## src/wdt_pkg.sv

```systemverilog
// constants, field layouts and types shared by the watchdog interval timer
package wdt_pkg;

  ////////////////////////////////////////////////////////////////////////////
  // bus geometry
  localparam int unsigned ADDR_W = 20;
  localparam int unsigned DATA_W = 32;
  localparam int unsigned STRB_W = 4;

  ////////////////////////////////////////////////////////////////////////////
  // register indices; byte address is four times the index
  localparam logic [15:0] CLKSEL_INDEX = 16'hFF42;
  localparam logic [15:0] MODE_INDEX = 16'hFFF9;
  localparam logic [15:0] IRQ_STATUS_INDEX = 16'h0010;
  localparam logic [15:0] IRQ_MASK_INDEX = 16'h0011;
  localparam logic [15:0] TIMER_STATUS_INDEX = 16'h0012;
  localparam logic [ADDR_W-1:0] CLKSEL_ADDR = {2'h0, CLKSEL_INDEX, 2'h0};
  localparam logic [ADDR_W-1:0] MODE_ADDR = {2'h0, MODE_INDEX, 2'h0};
  localparam logic [ADDR_W-1:0] IRQ_STATUS_ADDR = {2'h0, IRQ_STATUS_INDEX, 2'h0};
  localparam logic [ADDR_W-1:0] IRQ_MASK_ADDR = {2'h0, IRQ_MASK_INDEX, 2'h0};
  localparam logic [ADDR_W-1:0] TIMER_STATUS_ADDR = {2'h0, TIMER_STATUS_INDEX, 2'h0};

  ////////////////////////////////////////////////////////////////////////////
  // field positions and reset values
  localparam int unsigned CLKSEL_W = 3;
  localparam int unsigned RUN_BIT = 7;
  localparam int unsigned ENABLE_BIT = 4;
  localparam int unsigned ACTION_BIT = 3;
  localparam int unsigned IRQ_W = 2;
  localparam int unsigned PEND_BIT = 0;
  localparam int unsigned NMI_EVT_BIT = 1;
  localparam int unsigned RESET_REQ_BIT = 8;
  localparam logic [CLKSEL_W-1:0] CLKSEL_RESET = 3'h0;
  localparam logic [IRQ_W-1:0] IRQ_STATUS_RESET = 2'h0;
  localparam logic [IRQ_W-1:0] IRQ_MASK_RESET = 2'h3;

  ////////////////////////////////////////////////////////////////////////////
  // count clock selection and counter geometry
  localparam logic [CLKSEL_W-1:0] CLK_DIV16 = 3'h0;
  localparam logic [CLKSEL_W-1:0] CLK_DIV64 = 3'h2;
  localparam logic [CLKSEL_W-1:0] CLK_DIV256 = 3'h4;
  localparam logic [CLKSEL_W-1:0] CLK_DIV1024 = 3'h6;
  localparam int unsigned PRESCALE_W = 10;
  localparam int unsigned DIV16_MSB = 3;
  localparam int unsigned DIV64_MSB = 5;
  localparam int unsigned DIV256_MSB = 7;
  localparam int unsigned DIV1024_MSB = 9;
  localparam int unsigned COUNT_W = 7;
  localparam logic [COUNT_W-1:0] COUNT_MAX = 7'h7F;

  ////////////////////////////////////////////////////////////////////////////
  // types
  typedef struct packed {
    logic run;
    logic enable;
    logic action;
  } mode_bits_t;

  localparam mode_bits_t MODE_RESET_VAL = 3'h0;

  typedef enum logic [1:0] {
    MODE_OFF,
    MODE_INTERVAL,
    MODE_NMI,
    MODE_SYS_RESET
  } wdt_mode_t;

endpackage

```

## src/watchdog_interval_timer.sv

```systemverilog
// watchdog / interval timer with apb register access
`timescale 1ns/10ps
`default_nettype none
module watchdog_interval_timer (
  input wire logic clk_in, // 250 MHz system clock
  input wire logic rst_n_in, // async reset, active low
  input wire logic psel_in, // apb select
  input wire logic penable_in, // apb enable
  input wire logic pwrite_in, // apb direction
  input wire logic [wdt_pkg::ADDR_W-1:0] paddr_in, // apb byte address
  input wire logic [wdt_pkg::DATA_W-1:0] pwdata_in, // apb write data
  input wire logic [wdt_pkg::STRB_W-1:0] pstrb_in, // apb byte strobes
  input wire logic stop_in, // stop power state
  output logic [wdt_pkg::DATA_W-1:0] prdata_out, // apb read data
  output logic pready_out, // apb ready
  output logic pslverr_out, // apb error
  output logic irq_out, // maskable interrupt from interval and nmi event status bits, level
  output logic nmi_out, // non-maskable interrupt, pulse
  output logic sys_reset_req_out // system reset request, level
);

  ////////////////////////////////////////////////////////////////////////////
  // state
  logic [wdt_pkg::CLKSEL_W-1:0] clksel_reg;
  wdt_pkg::mode_bits_t mode_reg;
  wdt_pkg::mode_bits_t mode_next;
  logic [wdt_pkg::IRQ_W-1:0] status_reg;
  logic [wdt_pkg::IRQ_W-1:0] status_next;
  logic [wdt_pkg::IRQ_W-1:0] mask_reg;
  logic irq_reg;
  logic nmi_reg;
  logic reset_req_reg;
  logic pready_reg;
  logic pslverr_reg;
  logic [wdt_pkg::DATA_W-1:0] prdata_reg;
  logic [wdt_pkg::DATA_W-1:0] rdata_mux;
  wdt_pkg::wdt_mode_t mode_sel;
  logic tick;
  logic overflow;
  logic [wdt_pkg::COUNT_W-1:0] count;

  ////////////////////////////////////////////////////////////////////////////
  // bus decode
  wire setup = psel_in & ~penable_in;
  wire access = psel_in & penable_in & pready_reg;
  wire wr = access & pwrite_in;
  wire hit_clksel = paddr_in == wdt_pkg::CLKSEL_ADDR;
  wire hit_mode = paddr_in == wdt_pkg::MODE_ADDR;
  wire hit_status = paddr_in == wdt_pkg::IRQ_STATUS_ADDR;
  wire hit_mask = paddr_in == wdt_pkg::IRQ_MASK_ADDR;
  wire hit_timer = paddr_in == wdt_pkg::TIMER_STATUS_ADDR;
  wire hit_any = hit_clksel | hit_mode | hit_status | hit_mask | hit_timer;
  wire lane0 = pstrb_in[0];
  wire wr_clksel = wr & hit_clksel & lane0;
  wire wr_mode = wr & hit_mode & lane0;
  wire wr_status = wr & hit_status & lane0;
  wire wr_mask = wr & hit_mask & lane0;
  wire go_write = wr_mode & pwdata_in[wdt_pkg::RUN_BIT];
  wire wd_write = wr_mode & pwdata_in[wdt_pkg::ENABLE_BIT];

  ////////////////////////////////////////////////////////////////////////////
  // mode register: bits only ever set by software
  assign mode_next.run = mode_reg.run | (wr_mode & pwdata_in[wdt_pkg::RUN_BIT]);
  assign mode_next.enable = mode_reg.enable | (wr_mode & pwdata_in[wdt_pkg::ENABLE_BIT]);
  assign mode_next.action = mode_reg.action | (wr_mode & pwdata_in[wdt_pkg::ACTION_BIT]);

  always_comb begin
    unique case ({mode_reg.enable, mode_reg.action})
      2'h0: mode_sel = wdt_pkg::MODE_OFF;
      2'h1: mode_sel = wdt_pkg::MODE_INTERVAL;
      2'h2: mode_sel = wdt_pkg::MODE_NMI;
      2'h3: mode_sel = wdt_pkg::MODE_SYS_RESET;
    endcase
  end

  // halt has no effect here; only stop freezes the count
  wire count_en = mode_reg.run & (mode_sel != wdt_pkg::MODE_OFF) & ~stop_in;

  ////////////////////////////////////////////////////////////////////////////
  // prescaler and counter
  wdt_prescaler u_prescaler (
    .clk_in(clk_in),
    .rst_n_in(rst_n_in),
    .freeze_in(stop_in),
    .sel_in(clksel_reg),
    .tick_out(tick)
  );

  // 128 count clocks of 16..1024 cycles gives 2^11..2^17 cycles
  wdt_counter u_counter (
    .clk_in(clk_in),
    .rst_n_in(rst_n_in),
    .clear_in(go_write),
    .count_en_in(count_en),
    .tick_in(tick),
    .count_out(count),
    .overflow_out(overflow)
  );

  ////////////////////////////////////////////////////////////////////////////
  // events and interrupt status
  wire interval_evt = overflow & (mode_sel == wdt_pkg::MODE_INTERVAL);
  wire late_nmi_evt = wd_write & status_reg[wdt_pkg::PEND_BIT];
  wire nmi_evt = (overflow & (mode_sel == wdt_pkg::MODE_NMI)) | late_nmi_evt;
  wire reset_evt = overflow & (mode_sel == wdt_pkg::MODE_SYS_RESET);
  wire [wdt_pkg::IRQ_W-1:0] evt_set = {nmi_evt, interval_evt};
  wire [wdt_pkg::IRQ_W-1:0] evt_clr = wr_status ? pwdata_in[wdt_pkg::IRQ_W-1:0] : '0;

  // a new event beats a same-cycle clear
  assign status_next = (status_reg & ~evt_clr) | evt_set;

  ////////////////////////////////////////////////////////////////////////////
  // read data
  always_comb begin
    rdata_mux = '0;
    if (hit_clksel) begin
      rdata_mux[wdt_pkg::CLKSEL_W-1:0] = clksel_reg;
    end
    if (hit_mode) begin
      rdata_mux[wdt_pkg::RUN_BIT] = mode_reg.run;
      rdata_mux[wdt_pkg::ENABLE_BIT] = mode_reg.enable;
      rdata_mux[wdt_pkg::ACTION_BIT] = mode_reg.action;
    end
    if (hit_status) begin
      rdata_mux[wdt_pkg::IRQ_W-1:0] = status_reg;
    end
    if (hit_mask) begin
      rdata_mux[wdt_pkg::IRQ_W-1:0] = mask_reg;
    end
    if (hit_timer) begin
      rdata_mux[wdt_pkg::COUNT_W-1:0] = count;
      rdata_mux[wdt_pkg::RESET_REQ_BIT] = reset_req_reg;
    end
  end

  ////////////////////////////////////////////////////////////////////////////
  // apb slave: one wait-free access phase, answer prepared in setup
  always_ff @(posedge clk_in or negedge rst_n_in) begin
    if (!rst_n_in) begin
      pready_reg <= 1'b0;
      pslverr_reg <= 1'b0;
      prdata_reg <= '0;
    end else begin
      pready_reg <= setup;
      pslverr_reg <= setup & ~hit_any;
      prdata_reg <= setup ? rdata_mux : '0;
    end
  end

  ////////////////////////////////////////////////////////////////////////////
  // control registers
  always_ff @(posedge clk_in or negedge rst_n_in) begin
    if (!rst_n_in) begin
      clksel_reg <= wdt_pkg::CLKSEL_RESET;
      mode_reg <= wdt_pkg::MODE_RESET_VAL;
      mask_reg <= wdt_pkg::IRQ_MASK_RESET;
    end else begin
      if (wr_clksel) begin
        clksel_reg <= pwdata_in[wdt_pkg::CLKSEL_W-1:0];
      end
      mode_reg <= mode_next;
      if (wr_mask) begin
        mask_reg <= pwdata_in[wdt_pkg::IRQ_W-1:0];
      end
    end
  end

  ////////////////////////////////////////////////////////////////////////////
  // outputs
  always_ff @(posedge clk_in or negedge rst_n_in) begin
    if (!rst_n_in) begin
      status_reg <= wdt_pkg::IRQ_STATUS_RESET;
      irq_reg <= 1'b0;
      nmi_reg <= 1'b0;
      reset_req_reg <= 1'b0;
    end else begin
      status_reg <= status_next;
      irq_reg <= |(status_next & ~mask_reg);
      nmi_reg <= nmi_evt;
      reset_req_reg <= reset_req_reg | reset_evt;
    end
  end

  assign prdata_out = prdata_reg;
  assign pready_out = pready_reg;
  assign pslverr_out = pslverr_reg;
  assign irq_out = irq_reg;
  assign nmi_out = nmi_reg;
  assign sys_reset_req_out = reset_req_reg;
endmodule
`default_nettype wire

```

## src/wdt_prescaler.sv

```systemverilog
// free-running system clock prescaler producing the selected count enable
`timescale 1ns/10ps
`default_nettype none
module wdt_prescaler (
  input wire logic clk_in, // system clock
  input wire logic rst_n_in, // async reset, active low
  input wire logic freeze_in, // stop power state
  input wire logic [wdt_pkg::CLKSEL_W-1:0] sel_in, // count clock select
  output logic tick_out // one-cycle count enable
);

  logic [wdt_pkg::PRESCALE_W-1:0] div_reg;
  logic [wdt_pkg::PRESCALE_W-1:0] div_next;
  wire wrap16 = &div_reg[wdt_pkg::DIV16_MSB:0];
  wire wrap64 = &div_reg[wdt_pkg::DIV64_MSB:0];
  wire wrap256 = &div_reg[wdt_pkg::DIV256_MSB:0];
  wire wrap1024 = &div_reg[wdt_pkg::DIV1024_MSB:0];

  // phase is never cleared on restart, so first period may run short
  assign div_next = freeze_in ? div_reg : div_reg + 10'h001;

  always_ff @(posedge clk_in or negedge rst_n_in) begin
    if (!rst_n_in) begin
      div_reg <= '0;
    end else begin
      div_reg <= div_next;
    end
  end

  // prohibited codes give no count enable at all
  always_comb begin
    unique case (sel_in)
      wdt_pkg::CLK_DIV16: tick_out = wrap16 & ~freeze_in;
      wdt_pkg::CLK_DIV64: tick_out = wrap64 & ~freeze_in;
      wdt_pkg::CLK_DIV256: tick_out = wrap256 & ~freeze_in;
      wdt_pkg::CLK_DIV1024: tick_out = wrap1024 & ~freeze_in;
      default: tick_out = 1'b0;
    endcase
  end

endmodule
`default_nettype wire

```

## src/wdt_counter.sv

```systemverilog
// seven-bit watchdog count with clear and overflow
`timescale 1ns/10ps
`default_nettype none
module wdt_counter (
  input wire logic clk_in, // system clock
  input wire logic rst_n_in, // async reset, active low
  input wire logic clear_in, // restart from zero
  input wire logic count_en_in, // counting allowed
  input wire logic tick_in, // count clock enable
  output logic [wdt_pkg::COUNT_W-1:0] count_out, // current count
  output logic overflow_out // one-cycle overflow
);

  logic [wdt_pkg::COUNT_W-1:0] count_reg;
  logic [wdt_pkg::COUNT_W-1:0] count_next;
  wire step = count_en_in & tick_in;

  // wraps to zero and keeps counting
  assign overflow_out = step & ~clear_in & (count_reg == wdt_pkg::COUNT_MAX);
  assign count_next = clear_in ? '0 : (step ? count_reg + 7'h01 : count_reg);
  assign count_out = count_reg;

  always_ff @(posedge clk_in or negedge rst_n_in) begin
    if (!rst_n_in) begin
      count_reg <= '0;
    end else begin
      count_reg <= count_next;
    end
  end

endmodule
`default_nettype wire

```

## config.mk

```make
export PLATFORM = sky130hd
export DESIGN_NAME = watchdog_interval_timer
export DESIGN_NICKNAME = d
export VERILOG_FILES = /design/src/wdt_pkg.sv /design/src/watchdog_interval_timer.sv /design/src/wdt_prescaler.sv /design/src/wdt_counter.sv
export SDC_FILE = /design/constraint.sdc
export NUM_CORES = 1
export LEC_CHECK = 0
export ABC_CLOCK_PERIOD_IN_PS = 1700
export BUFFER_PORTS_ARGS = -buffer_cell sky130_fd_sc_hd__buf_2
export CORE_ASPECT_RATIO = 0.8
export CORE_UTILIZATION = 42
export DETAILED_ROUTE_END_ITERATION = 16
export HOLD_SLACK_MARGIN = 0.02
export PLACE_DENSITY = 0.82
export SYNTH_ARGS = -nofsm -noshare
export SYNTH_HDL_FRONTEND = slang
export SYNTH_SLANG_ARGS = --single-unit
```

## constraint.sdc

```tcl
create_clock -name clk_in -period 1.7 [get_ports clk_in]
set_input_delay 0.085 -clock clk_in [delete_from_list [all_inputs] [get_ports clk_in]]
set_output_delay 0.085 -clock clk_in [all_outputs]
set_load 0.1 [all_outputs]
```

==> metrics.yaml, run 1 <==
p_sw_frac: 0.336
layout-drive-gt1-share: 0.360
finalSetupViolCount: 1
num_antenna_cells: 0
violations: "setup timing"
crit_type: "register to register"
drcViolationCount: 0
drt-vias-per-instance: 5.15
max-vdd-ir-drop_mv: 0.536
p_seq_frac: 0.478
slew_headroom: 0.476
synth_edf_count: 0
timing.final.hold_violations: 0
core_um2: 5040
max_freq_ghz: 0.588
grt_pass1_vias: 1594
wire_per_inst_um: 13.1
num_rows: 23
regToRegEndpoint: "irq_out"
drt_iter0_markers: 152
area_delta_synth_final_pct: 26.1
track_usage: 0.171
final_nets: 352
synthArstFlopShare: 1.00
clk_pin_slew_worst_paths_ps: 80
rsz0062_at_grt: "yes"
yosysWarningCount: 0
setup_tns_ps: -1.24
skew_ps: 6.15
start_util: 0.437
dieArea_um2: 5530
min_path_cells: 2
dpl.hpwl_um: 3630
critPathLaunchType: "register"
cts-buffers-inserted: 5
reg2reg_slack_ps: -1
die_h_um: 66.7
fin_crit_ps: 1700
maxSlewViolCount: 0
required_ps: 1910
grt_pass1_wl_um: 7400
synth_top_area_frac: 0.444
crit_family: "simple AND/OR/NAND/NOR gates"
status: "finished with violations"
worst_pin_slew_ps: 787
clock_path_buffers: 2
hold_path_class: "input pin to register"
synth_area_um2: 2200
holdPathEnd: "mode_reg[1]"
path_buf_inv: 0
p_leak_nw: 1.39
fillers: 428
synth.avg_cell_area_um2: 10.6
synthTopCellsByArea: "dfrtp_1 44%, buf_4 7.8%, xor2_1 3.6%, nor2_1 2.9%, dfstp_2 2.4%"
gr-total-overflow: 0
grt_max_degree: 38
num_vias: 1807
clkLatencyLatePin_ps: 290
seq_area_frac_synth: 0.468
crit_path_max_fanout: 3
place.gp.congestion: 0.876
switchingPower_uw: 800
synth_flop_cell: "dfrtp_1"
synthCells: 208
die-width_um: 82.9
port_buffers: 46
fin_crit_sh: 1.00
slowest_delay_ps: 410
critPathArrivalTime_ps: 1910
p_int_mw: 1.58
root_buffer: "clkbuf_8"
htreeDepth: 2
maxCapViolCount: 0
wl_um: 4580
largest_reg_flops: 10
cts_tree: "yes"
comb_power_share: 0.246
worstReg2RegStart: "clksel_reg[0]"
worst_slack_ps: -1.24
io_pins: 99
ant_nets: 0
p_clk_frac: 0.276
synth_top_area_cell: "dfrtp_1"
cts_sinks: 41
cp_cell_sequence: "nand2b_1, a2111oi_4, nand3_2, or3_4, o221ai_2"
reg2regPathDepth: 5
post_cts_buffers: 0
power_mw: 2.38
first_pass_iters: 5
power_density_nw_per_um2: 858
synth_cell_types: 42
worstSetupEndpointType: "register"
hp-start: "pwdata_in[4]"
synth.ff_latch_count: 41
antenna_found_initial: 0
cp_slowest_cell: "or3_4"
## metrics by stage
step                      utilization  hold slack (ps)  cell area (um^2)  cells  setup slack, ps
after floorplan                     -             -211              2320    230             -120
after global placement          0.524              204              2640    340             11.5
after detailed placement        0.524              218              2640    340             14.1
after CTS                       0.547             20.8              2750    350            -8.27
after global routing            0.551             41.8              2770    351             -100
final                           0.551             22.9              2770    351            -1.24
## Yosys cell counts, types with 6 or more instances
| master | number |
|---|---|
| nor4_1 | 6 |
| dfrtp_1 | 39 |
| xnor2_1 | 6 |
| xor2_1 | 9 |
| nor2_1 | 17 |
| nand3_1 | 8 |
| and3_1 | 7 |
| nand4_1 | 8 |
| nor3_1 | 9 |
| nand2b_1 | 7 |
| nand2_1 | 13 |
| buf_4 | 23 |
## routing by layer
metal / track usage / part of all wire
met5: 0 / 0
met4: 0.0388 / 0.0068
met3: 0.0421 / 0.075
met2: 0.257 / 0.44
met1: 0.249 / 0.47
## power groups by stage
stage                     clock [mW]  combinational (mW)  sequential, mW
final                          0.657               0.586            1.14
after global routing           0.708               0.634            1.15
after CTS                      0.662               0.591            1.14
after detailed placement           0               0.587            1.16
after global placement             0               0.567            1.15
after floorplan                    0               0.425            1.17
## worst max path at each step
stage,start,end,slack [ps],depth (start not counted)
6_report,clksel_reg[0],irq_out,-1,5
5_1_grt,u_prescaler.div_reg[0],irq_out,-100,6
4_1_cts,u_prescaler.div_reg[0],irq_out,-8,6
3_5_place_dp,paddr_in[1],clksel_reg[0],10,5
3_3_place_gp,paddr_in[4],irq_out,10,6
2_1_floorplan,pready_out,clksel_reg[1],-120,4
## cells by family after synthesis
group                      after synthesis  synth area share
and+or+nand+nor                         98             0.263
DFF                                     41             0.468
buffers and inverters                   25            0.0819
AOI/OAI and AO/OA                       19            0.0791
xor gates and xnor gates                15            0.0597
muxes                                    7            0.0358
adders and majority gates                2            0.0114
other                                    1           0.00170
## placed cells by master (no fill, tap or decap), drive strengths merged, types with 2 or more instances in the layout
master | Yosys | layout
a222oi | 2 | 2
and4 | 5 | 5
nor3 | 11 | 11
nor2 | 17 | 17
and2 | 2 | 2
and3 | 7 | 7
a21oi | 2 | 2
nand3 | 9 | 9
dfstp | 2 | 2
or2 | 2 | 2
ha | 2 | 2
nand4b | 2 | 2
xor2 | 9 | 9
nor4b | 2 | 2
xnor2 | 6 | 6
o21ai | 3 | 3
mux2 | 7 | 7
nand2b | 7 | 7
a22oi | 3 | 3
nand2 | 14 | 14
dfrtp | 39 | 39
nand4 | 8 | 8
buf | 23 | 71
a21o | 3 | 3
nor2b | 2 | 2
inv | 2 | 2
conb | 1 | 23
or4 | 3 | 3
nor4 | 6 | 6
clkbuf | 0 | 7
dlygate4sd3 | 0 | 3
## final cells by class
class / count / area [um^2] / area share
multi-input combinational: 164 / 1110 / 0.402
clock inverter: 1 / 7.51 / 0.00271
timing repair buffer: 74 / 448 / 0.161
tap: 62 / 77.6 / 0.0280
inverter: 2 / 7.51 / 0.00271
sequential: 41 / 1030 / 0.372
clock buffer: 7 / 86.3 / 0.0311
## what timing repair did
action | 4_1_cts | 5_1_grt
hold endpoints to repair | 34 | 1
setup endpoints to repair | 1 | 5
hold buffers | 2 | 1
gates resized for setup | 0 | 2
(Power assumes the default switching activity.)
==> run 2: changes to the inputs <==
--- a/config.mk
+++ b/config.mk
@@ -8,10 +8,11 @@
 export ABC_CLOCK_PERIOD_IN_PS = 1700
 export BUFFER_PORTS_ARGS = -buffer_cell sky130_fd_sc_hd__buf_2
 export CORE_ASPECT_RATIO = 0.8
-export CORE_UTILIZATION = 42
+export CORE_UTILIZATION = 44
+export CTS_BUF_LIST = sky130_fd_sc_hd__clkbuf_2 sky130_fd_sc_hd__clkbuf_4 sky130_fd_sc_hd__clkbuf_8
 export DETAILED_ROUTE_END_ITERATION = 16
 export HOLD_SLACK_MARGIN = 0.02
-export PLACE_DENSITY = 0.82
+export PLACE_DENSITY = 0.79
 export SYNTH_ARGS = -nofsm -noshare
 export SYNTH_HDL_FRONTEND = slang
 export SYNTH_SLANG_ARGS = --single-unit
==> run 2 against run 1 <==
  * The run now ends clean
  * Critical path type unchanged
  * Via count decreased by 1.5%
  * Sequential share of layout area decreased by 0.93 points
  * Clock skew increased by 4.4 ps
  * Cell count unchanged
  * Highest routed layer unchanged
  * Largest power group unchanged
  * Critical endpoint unchanged
  * Sequential power about the same
  * Die area decreased by 4.4%
  * Register-to-register slack improved by 20 ps
  * Clock power increased by 19%
==> metrics.yaml, run 2 (synthesis gave the netlist of run 1 again) <==
status: "finished clean"  # was finished with violations
worst_slack_ps: 13.9  # was -1.24 ps
cts_sinks: 41  # unchanged
io_pins: 99  # unchanged
fin_crit_sh: 0.992  # was 1.00
power_density_nw_per_um2: 900  # was 858 nW/um^2
layout-drive-gt1-share: 0.371  # was 0.360
max-vdd-ir-drop_mv: 0.595  # was 0.536 mV
cp.depth: 6  # was 5
reg2regPathDepth: 6  # was 5
maxCapViolCount: 0  # unchanged
rsz0062_at_grt: "yes"  # unchanged
wl_um: 4770  # was 4580 um
fin_cells: 351  # unchanged
num_vias: 1779  # was 1807
dpl.hpwl_um: 3690  # was 3630 um
slowest_delay_ps: 410  # about the same
worstSetupEndpointType: "register"  # unchanged
max_freq_ghz: 0.593  # was 0.588 GHz
largest_reg_flops: 10  # unchanged
place.gp.congestion: 0.831  # was 0.876
track_usage: 0.200  # was 0.171
die_h_um: 65.2  # was 66.7 um
port_buffers: 46  # unchanged
ant_nets: 0  # unchanged
antenna_found_initial: 0  # unchanged
cp_slowest_cell: "or3_4"  # unchanged
hold_path_class: "input pin to register"  # unchanged
fin_crit_ps: 1690  # was 1700 ps
required_ps: 1920  # was 1910 ps
hold-worst-slack_ps: 51.4  # was 22.9 ps
crit_type: "register to register"  # unchanged
p_leak_nw: 1.42  # was 1.39 nW
clock_path_buffers: 2  # unchanged
root_buffer: "clkbuf_8"  # unchanged
num_antenna_cells: 0  # unchanged
place_inst: 337  # was 340
num_rows: 22  # was 23
grt_pass1_wl_um: 7760  # was 7400 um
maxSlewViolCount: 0  # unchanged
critPathArrivalTime_ps: 1900  # was 1910 ps
critPathLaunchType: "register"  # unchanged
final_common_cell: "buf_2"  # unchanged
grt_max_degree: 42  # was 38
timing.final.hold_violations: 0  # unchanged
cts_tree: "yes"  # unchanged
crit_path_max_fanout: 3  # unchanged
dieArea_um2: 5290  # was 5530 um^2
first_pass_iters: 4  # was 5
path_buf_inv: 0  # unchanged
core_um2: 4710  # was 5040 um^2
final_nets: 354  # was 352
crit_family: "simple AND/OR/NAND/NOR gates"  # unchanged
cts-buffers-inserted: 5  # unchanged
skew_ps: 10.5  # was 6.15 ps
htreeDepth: 2  # unchanged
finalSetupViolCount: 0  # was 1
clkLatencyLatePin_ps: 300  # was 290 ps
cp_cell_sequence: "ha_4, nand4b_4, a2111oi_4, nand3_2, or3_4, o221ai_2"  # was nand2b_1, a2111oi_4, nand3_2, or3_4, o221ai_2
die-width_um: 81.1  # was 82.9 um
final_area_um2: 2850  # was 2770 um^2
grt_pass1_vias: 1627  # was 1594
clk_pin_slew_worst_paths_ps: 70  # was 80 ps
wire_per_inst_um: 13.6  # was 13.1 um
start_util: 0.467  # was 0.437
drcViolationCount: 0  # unchanged
min_path_cells: 2  # unchanged
area_delta_synth_final_pct: 29.4  # was 26.1%
place_ws_ps: -16.5  # was 14.1 ps
drt_iter0_markers: 115  # was 152
mostFrequentLayoutCells: "46 x buf_2, 38 x dfrtp_1, 26 x buf_4"  # was 46 x buf_2, 38 x dfrtp_1, 25 x buf_4
drt-vias-per-instance: 5.07  # was 5.15
dpl_cell_area_um2: 2630  # was 2640 um^2
gr-total-overflow: 0  # unchanged
[run 2: layout make-up]
cell class / instances / area [um^2]
Timing Repair Buffer: 76 / 465
Sequential cell: 41 / 1030
Inverter: 2 / 7.51
Multi-Input combinational cell: 164 / 1150
Tap cell: 60 / 75.1
Clock inverter: 2 / 35.0
Clock buffer: 6 / 76.3
Fill cell: 396 / 1860
[run 2: where the power goes]
part	switching (mW)	total [mW]	internal [mW]
logic	0.402	0.625	0.223
registers	0.0956	1.15	1.06
clock network	0.333	0.784	0.452
[run 2: worst paths after layout]
kind                                              from  slack [ps]                endpoint
worst max-delay path            u_prescaler.div_reg[0]          10                 irq_out
worst min-delay path                           stop_in          50  u_prescaler.div_reg[0]
worst max register to register  u_prescaler.div_reg[0]          10                 irq_out
worst min register to register  u_prescaler.div_reg[9]         480  u_prescaler.div_reg[9]
max in group asynchronous                     rst_n_in         940              pready_out
min in group asynchronous                     rst_n_in         380  u_prescaler.div_reg[2]
[run 2: per-layer routing]
| layer | vias up | wire, um | GRT usage | part of all wire |
|---|---|---|---|---|
| met5 | - | 0 | 0 | 0 |
| met4 | 0 | 88 | 0.0804 | 0.018 |
| met3 | 7 | 267 | 0.0431 | 0.056 |
| met2 | 66 | 2170 | 0.295 | 0.46 |
| met1 | 832 | 2240 | 0.283 | 0.47 |
| li1 | 874 | - | - | - |
[run 2: through the flow]
| step | TNS (ps) | util | total power, mW |
|---|---|---|---|
| after floorplan | -529 | - | 1.60 |
| after global placement | 0 | 0.558 | 1.72 |
| after detailed placement | -16.5 | 0.558 | 1.75 |
| after CTS | -42.4 | 0.591 | 2.54 |
| after global routing | -224 | 0.604 | 2.68 |
| final | 0 | 0.604 | 2.56 |
[run 2: timing repair]
item                                    CTS  global route
endpoints found under the setup margin    1             6
pin swaps                                 0             2
hold endpoints to repair                 42             0
resized for setup                         0             7
hold buffers                              4             0
setup buffers                             0             2
[run 2: worst register-to-register path, cell delays in order, from the launching register on]
cell       delay [ps]
dfrtp_1           400
ha_4              170
nand4b_4          110
a2111oi_4         250
nand3_2           140
or3_4             410
o221ai_2          130
